[config.mk]
export PLATFORM = sky130hd
export DESIGN_NAME = temp_high_alert_offset_regs
export DESIGN_NICKNAME = d
export VERILOG_FILES = /design/src/temp_high_alert_offset_regs.v
export VERILOG_INCLUDE_DIRS = /design/src
export SDC_FILE = /design/constraint.sdc
export NUM_CORES = 1
export LEC_CHECK = 0
export BUFFER_PORTS_ARGS = -buffer_cell sky130_fd_sc_hd__buf_4
export CAP_MARGIN = 40
export CORE_UTILIZATION = 53
export DETAILED_ROUTE_END_ITERATION = 12
export PLACE_DENSITY = 0.8
export SYNTH_ARGS = -nofsm -noshare
export SYNTH_HDL_FRONTEND = slang
export SYNTH_SLANG_ARGS = --single-unit
[constraint.sdc]
create_clock -name core_clk -period 4.18 [get_ports core_clk]
set_input_delay 0.418 -clock core_clk [delete_from_list [all_inputs] [get_ports core_clk]]
set_output_delay 0.418 -clock core_clk [all_outputs]
set_load 0.02 [all_outputs]
[src/temp_alert_consts.vh]
// offsets, reset values and field positions of the alert/offset bank
// assumes inclusion by temp_high_alert_offset_regs.v
`ifndef TEMP_ALERT_CONSTS_VH
`define TEMP_ALERT_CONSTS_VH
`define OFS_HIGH_LIMIT_LO   8'h0a
`define OFS_HIGH_LIMIT_HI   8'h0b
`define OFS_CORRECTION_LO   8'h0c
`define OFS_CORRECTION_HI   8'h0d
`define RST_HIGH_LIMIT_LO   8'hf0
`define RST_HIGH_LIMIT_HI   8'h07
`define RST_CORRECTION_LO   8'h00
`define RST_CORRECTION_HI   8'h00
`define RST_PIN_SNAPSHOT    8'hf0
`define PIN_ALERT_INDEX     2
`endif

[src/temp_high_alert_offset_regs.v]
// high alert threshold, offset correction and pin snapshot registers
// assumes a scratchpad front end giving byte writes/reads and commands
// Summary of operation
// - flag high alert when corrected result exceeds limit
// - alert search answer flagged during high alert
// - supply-powered: drive alert pin low on alert
// - high limit bytes at offsets 0Ah and 0Bh
// - high limit resets to F0h low, 07h high
// - persist command writes limit and offset to memory
// - power-on restores limit and offset from memory
// - add offset to raw result before store, compare
// - offset bytes at 0Ch, 0Dh, reset 00h
// - factory and first power-up use legacy format
// - snapshot captures pins only on sample command
// - pin two snapshot shows alert when configured
// - snapshot low nibble true, high nibble inverted
// - protection bit blocks host limit and offset writes; a restore still loads them
`timescale 1ns/1ns
`default_nettype none
`include "temp_alert_consts.vh"
module temp_high_alert_offset_regs
#(
  parameter WIDTH = 16
)
(
  input  wire             core_clk,
  input  wire             rst_b,
  input  wire             regWrEn,
  input  wire [7:0]       regAddr,
  input  wire [7:0]       regWrData,
  output reg  [7:0]       regRdData,
  input  wire             protectEn,
  input  wire             supplyPowered,
  input  wire             pinTwoIsAlert,
  input  wire             persistCmd,
  output wire             nvmWrEn,
  output reg  [2*WIDTH-1:0] nvmWrData,
  input  wire             nvmRestoreEn,
  input  wire [2*WIDTH-1:0] nvmRdData,
  input  wire             convDone,
  input  wire [WIDTH-1:0] convRaw,
  output reg  [WIDTH-1:0] tempResult,
  output reg              resultValid,
  output reg              highAlertFlag,
  input  wire             conditional_flag_search_cmd,
  output wire             searchAlertBit,
  output wire             alertPinOut,
  output wire             alertPinOe_b,
  input  wire             pinSampleCmd,
  input  wire [3:0]       pinLevels
);
  localparam       NPINS    = 4;
  localparam [7:0] SNAP_RST = `RST_PIN_SNAPSHOT;

  // byte registers of the high limit and the correction
  reg  [7:0]       limitLo_q;
  reg  [7:0]       limitHi_q;
  reg  [7:0]       corrLo_q;
  reg  [7:0]       corrHi_q;
  reg  [7:0]       limitLo_d;
  reg  [7:0]       limitHi_d;
  reg  [7:0]       corrLo_d;
  reg  [7:0]       corrHi_d;
  reg              nvmWr_q;
  wire [WIDTH-1:0] highLimit;
  wire [WIDTH-1:0] correction;
  wire [WIDTH:0]   sumFull;
  wire [WIDTH-1:0] corrected;
  wire             aboveLimit;
  wire             hostWrOk;
  wire             wrLimitLo;
  wire             wrLimitHi;
  wire             wrCorrLo;
  wire             wrCorrHi;
  wire [NPINS-1:0] pinView;
  wire [NPINS-1:0] snapTrue;
  wire [NPINS-1:0] snapInv;
  wire [7:0]       snapshot;

  // host writes are dropped while protection is on
  assign hostWrOk  = regWrEn & ~protectEn;
  assign wrLimitLo = hostWrOk & (regAddr == `OFS_HIGH_LIMIT_LO);
  assign wrLimitHi = hostWrOk & (regAddr == `OFS_HIGH_LIMIT_HI);
  assign wrCorrLo  = hostWrOk & (regAddr == `OFS_CORRECTION_LO);
  assign wrCorrHi  = hostWrOk & (regAddr == `OFS_CORRECTION_HI);

  // high limit low byte; restore wins over a host write
  always @*
  begin
    limitLo_d = limitLo_q;
    if (nvmRestoreEn)
    begin
      limitLo_d = nvmRdData[WIDTH+7:WIDTH];
    end
    else if (wrLimitLo)
    begin
      limitLo_d = regWrData;
    end
  end

  always @(posedge core_clk)
  begin
    if (!rst_b)
    begin
      limitLo_q <= `RST_HIGH_LIMIT_LO;
    end
    else
    begin
      limitLo_q <= limitLo_d;
    end
  end

  // high limit high byte
  always @*
  begin
    limitHi_d = limitHi_q;
    if (nvmRestoreEn)
    begin
      limitHi_d = nvmRdData[2*WIDTH-1:WIDTH+8];
    end
    else if (wrLimitHi)
    begin
      limitHi_d = regWrData;
    end
  end

  always @(posedge core_clk)
  begin
    if (!rst_b)
    begin
      limitHi_q <= `RST_HIGH_LIMIT_HI;
    end
    else
    begin
      limitHi_q <= limitHi_d;
    end
  end

  // correction low byte
  always @*
  begin
    corrLo_d = corrLo_q;
    if (nvmRestoreEn)
    begin
      corrLo_d = nvmRdData[7:0];
    end
    else if (wrCorrLo)
    begin
      corrLo_d = regWrData;
    end
  end

  always @(posedge core_clk)
  begin
    if (!rst_b)
    begin
      corrLo_q <= `RST_CORRECTION_LO;
    end
    else
    begin
      corrLo_q <= corrLo_d;
    end
  end

  // correction high byte
  always @*
  begin
    corrHi_d = corrHi_q;
    if (nvmRestoreEn)
    begin
      corrHi_d = nvmRdData[WIDTH-1:8];
    end
    else if (wrCorrHi)
    begin
      corrHi_d = regWrData;
    end
  end

  always @(posedge core_clk)
  begin
    if (!rst_b)
    begin
      corrHi_q <= `RST_CORRECTION_HI;
    end
    else
    begin
      corrHi_q <= corrHi_d;
    end
  end

  // assembled words; formats are plain bit patterns, never converted
  assign highLimit  = {limitHi_q, limitLo_q};
  assign correction = {corrHi_q, corrLo_q};

  // offset added before store and compare; carry dropped on purpose
  assign sumFull    = {1'b0, convRaw} + {1'b0, correction};
  assign corrected  = sumFull[WIDTH-1:0];
  assign aboveLimit = $signed(corrected) > $signed(highLimit);

  // result, valid and flag change only on a finished conversion
  always @(posedge core_clk)
  begin
    if (!rst_b)
    begin
      tempResult <= {WIDTH{1'b0}};
    end
    else if (convDone)
    begin
      tempResult <= corrected;
    end
  end

  always @(posedge core_clk)
  begin
    if (!rst_b)
    begin
      resultValid <= 1'b0;
    end
    else if (convDone)
    begin
      resultValid <= 1'b1;
    end
  end

  always @(posedge core_clk)
  begin
    if (!rst_b)
    begin
      highAlertFlag <= 1'b0;
    end
    else if (convDone)
    begin
      highAlertFlag <= aboveLimit;
    end
  end

  // persist request: word captured at the command edge
  always @(posedge core_clk)
  begin
    if (!rst_b)
    begin
      nvmWr_q <= 1'b0;
    end
    else
    begin
      nvmWr_q <= persistCmd;
    end
  end

  always @(posedge core_clk)
  begin
    if (!rst_b)
    begin
      nvmWrData <= {2*WIDTH{1'b0}};
    end
    else if (persistCmd)
    begin
      nvmWrData <= {highLimit, correction};
    end
  end

  assign nvmWrEn = nvmWr_q;

  // open-drain alert pin: value stays low, the enable pulls it
  assign searchAlertBit = conditional_flag_search_cmd & highAlertFlag;
  assign alertPinOut    = 1'b0;
  assign alertPinOe_b   = ~(supplyPowered & highAlertFlag);

  // pin snapshot: one true and one inverted bit per pin
  genvar i;
  generate
    for (i = 0; i < NPINS; i = i + 1)
    begin : snapBit
      reg trueBit_q;
      reg invBit_q;

      if (i == `PIN_ALERT_INDEX)
      begin : alertView
        assign pinView[i] = pinTwoIsAlert ? alertPinOe_b : pinLevels[i];
      end
      else
      begin : plainView
        assign pinView[i] = pinLevels[i];
      end

      always @(posedge core_clk)
      begin
        if (!rst_b)
        begin
          trueBit_q <= SNAP_RST[i];
          invBit_q  <= SNAP_RST[i+NPINS];
        end
        else if (pinSampleCmd)
        begin
          trueBit_q <= pinView[i];
          invBit_q  <= ~pinView[i];
        end
      end

      assign snapTrue[i] = trueBit_q;
      assign snapInv[i]  = invBit_q;
    end
  endgenerate

  assign snapshot = {snapInv, snapTrue};

  // read side: unmapped addresses show the snapshot
  always @*
  begin
    case (regAddr)
      `OFS_HIGH_LIMIT_LO:
      begin
        regRdData = limitLo_q;
      end
      `OFS_HIGH_LIMIT_HI:
      begin
        regRdData = limitHi_q;
      end
      `OFS_CORRECTION_LO:
      begin
        regRdData = corrLo_q;
      end
      `OFS_CORRECTION_HI:
      begin
        regRdData = corrHi_q;
      end
      default:
      begin
        regRdData = snapshot;
      end
    endcase
  end
endmodule // temp_high_alert_offset_regs
`default_nettype wire

==> key figures <==
Run status
  – Run status: completed

Finish
  – Area grow syn2layout: 24.07%
  – Layout cell share with drive strength beyond 1: 23.22%
  – # diodes: 0
  – Post-layout nets: 838
  – Most common cell after layout, fill and taps aside: buf_4
  – Post-route cell area: 0.006520 mm²
  – Final cell count without fillers: 861
  – Most frequent cells in the layout: buf_4, dfxtp_1, nand2_1, mux2i_1, o21ai_0

Power and ir drop
  – Cell Pwr Density: 320.4 mW/mm²
  – Internal power: 1.404 mW
  – Sw Share: 32.76%
  – P_sw: 0.6844 mW
  – Flop pwr share: 46.8%
  – Clk pwr share: 27.5%
  – Peak supply drop: 0.0001881 V
  – Logic pwr share: 25.7%
  – Leakage: 3.261 nW

Synth
  – Number of synthesized flops with an enable pin: 0
  – Seq/Total Area, Yosys: 34.67%
  – Complex-gate fraction of the synthesized area: 16.17%
  – Distinct cells, synth: 48
  – Yosys warning count: 0
  – Largest family of logic cells by synthesized area: simple AND/OR/NAND/NOR gates
  – Seq cells post-synth: 91
  – Synthesized area: 0.005255 mm²
  – Post-Synth XOR/XNOR Area: 2.500%
  – Synth Area per Inst: 8.629 µm²
  – Cells after Synth: 609
  – Ys flop type: dfxtp_1
  – Syn_nets: 720
  – Adder-cell area share of the yosys netlist: 7.762%
  – Post-synth ARST share: 0%
  – Synth Area in Simple Gates: 19.24%
  – Multiplexer share of the synthesized area: 15.05%

Timing
  – Max-slew headroom: 48.39%
  – Final setup violation count: 0
  – Total Neg Setup Slack: 0 ns
  – Highest clock rate: 289.5 MHz
  – RSZ-0062 raised after global routing: false
  – Worst-Margin Slew: 0.7707 ns
  – Fin crit share: 82.64%
  – Final slew viol count: 0
  – Min Tclk post-route: 3.454 ns
  – Final WS setup: 0.7255 ns
  – Final hold viol count: 0
  – Min Hold Slack: 0.2527 ns
  – Clock Skews: 0.008038 ns

Global route
  – Largest net degree at the start of global routing: 87
  – Number of global-route vias before repair: 4,687
  – Congestion Overflow GR: 0
  – GRT Resource Usage Total: 32.31%
  – Wire length of the first global-routing pass: 24,900 µm
  – Initial antenna violation count: 0

Place
  – IO buf count: 139
  – Placed cell area: 0.006341 mm²
  – Dpl cells: 845
  – Post-DP HPWL: 12,160 µm
  – Gpl congestion: 0.9736
  – Dpl ws: 0.7259 ns

Clock tree
  – Root Buffer: clkbuf_8
  – Cts hold-fix bufs: 0
  – Total CTS buffers: 9
  – H-tree levels: 3
  – Clk Latency, worst-skew pair: 0.37 ns
  – CTS max path bufs: 2
  – Num Clock Sinks: 91
  – CTS tree: done
  – Reg clk slew, reported paths: 0.10 ns
  – Post-CTS Setup Inserts: 0
  – CTS-repair resized insts: 0

Routing
  – Total length of routed wires: 16,320 µm
  – Initial drt markers: 156
  – Uppermost routed layer: met4
  – Antenna Violating Nets Remaining: 0
  – WL met3: 1105 µm
  – DR vias/cell: 5.664
  – Wire per inst: 18.95 µm
  – DRC Markers: 0
  – Wire length on met1: 6946 µm
  – Met2 wire length: 7888 µm
  – First-pass DRT Iterations: 4
  – Routed vias: 4,877

Die
  – # rows: 35
  – Core Box Area: 0.009415 mm²
  – Die H: 101.6 µm
  – Initial Utilization: 55.81%
  – Die footprint: 0.01032 mm²
  – I/O pin total: 141
  – Chip Width: 101.6 µm

Critical path
  – Critical Path AT: 3.71 ns
  – Worst path required time: 4.44 ns
  – Endpoint type of the worst setup path: flip-flop
  – Crit start category: flip-flop
  – Worst-path fanout max: 7
  – Setup crit start: corrLo_q[6]
  – R2r startpoint: corrLo_q[6]
  – Crit path kind: reg -> reg

Job
  – Max-Cap Viols: 0

Hold path
  – HP Class: in -> reg
  – Worst min-delay path startpoint: nvmRdData[20]
[per-layer routing]
layer | GRT usage (%) | vias up
met5 | 0 | -
met4 | 10.14 | 0
met3 | 5.935 | 33
met2 | 54.05 | 213
met1 | 42.09 | 2278
li1 | - | 2353
[area by class of cell]
cell class	instances	area, µm²
Multi-Input combinational cell	457	3194
Fill cell	786	2895
Sequential cell	91	1822
Timing Repair Buffer	142	1066
Tap cell	129	161.4
Clock buffer	11	141.4
Inverter	26	97.59
Clock inverter	5	37.54
[power by group through the flow]
| stage | logic (mW) | registers [mW] | clock network [mW] |
|---|---|---|---|
| after detailed placement | 0.531 | 0.995 | 0 |
| after global routing | 0.588 | 0.981 | 0.613 |
| after CTS | 0.534 | 0.975 | 0.580 |
| final | 0.537 | 0.977 | 0.575 |
| after global placement | 0.516 | 0.994 | 0 |
| after floorplan | 0.297 | 1.01 | 0 |
[final timing paths]
path / endpoint / slack [ns] / depth (start not counted)
worst min-delay path: limitLo_q[4] / 0.25 / 3
worst min register to register: resultValid / 0.47 / 1
worst max register to register: highAlertFlag / 0.73 / 13
worst max-delay path: highAlertFlag / 0.73 / 13
[registers in the layout (all words and copies together) (netlist names)]
name	flops
limitHi_q	8
resultValid	1
snapBit.trueBit_q	4
snapBit.invBit_q	4
highAlertFlag	1
limitLo_q	8
corrHi_q	8
tempResult	16
nvmWrEn	1
nvmWrData	32
corrLo_q	8
[kinds of logic (layout without fill, tap and decap cells)]
| kind of cell | after synthesis | count (layout) |
|---|---|---|
| adders and majority gates | 32 | 32 |
| DFF | 91 | 91 |
| buffers and inverters | 61 | 184 |
| xor gates and xnor gates | 15 | 15 |
| other | 1 | 1 |
| muxes | 78 | 78 |
| AOI/OAI and AO/OA | 129 | 129 |
| and+or+nand+nor | 202 | 202 |
[cells in the mapped netlist (all sizes together) (2+ instances only)]
cell type	number	area, µm²
nor2b	34	212.7
and3	2	12.51
xnor2	10	87.58
nand3	11	55.05
clkbuf	24	90.09
a21boi	4	30.03
a31oi	8	50.05
mux2i	70	700.7
a21o	12	90.09
o211ai	6	45.04
a22oi	8	60.06
a221o	8	80.08
nand2b	8	50.05
ha	31	387.9
inv	26	97.59
buf	11	51.30
a21oi	12	60.06
nor2	22	82.58
dfxtp	91	1822
and3b	3	26.28
or3	2	12.51
nand4	4	25.02
mux2	8	90.09
o21a	3	22.52
o21bai	2	15.01
and2	31	193.9
a22o	3	26.28
nand2	80	302.8
o211a	2	20.02
a311o	2	21.27
xor2	5	43.79
o21ai	52	260.3
o2111ai	3	26.28
[per-stage QoR]
step	utilization [%]	power, mW
2_1_floorplan	-	1.306
3_3_place_gp	67.35	1.510
3_5_place_dp	67.35	1.526
4_1_cts	69.25	2.089
5_1_grt	69.25	2.182
6_report	69.25	2.089
[worst max-delay path, stage by stage (launching register included)]
cell	delay, ns
dfxtp_1	0.54
ha_1	0.36
a21o_1	0.25
a221oi_2	0.26
nor2b_1	0.08
a311o_2	0.43
xor2_1	0.18
ha_1	0.30
a21o_1	0.16
a21o_1	0.16
a21oi_1	0.13
o2111ai_1	0.16
a211oi_1	0.25
a21oi_1	0.09
Power figures use the tool's default switching activity.
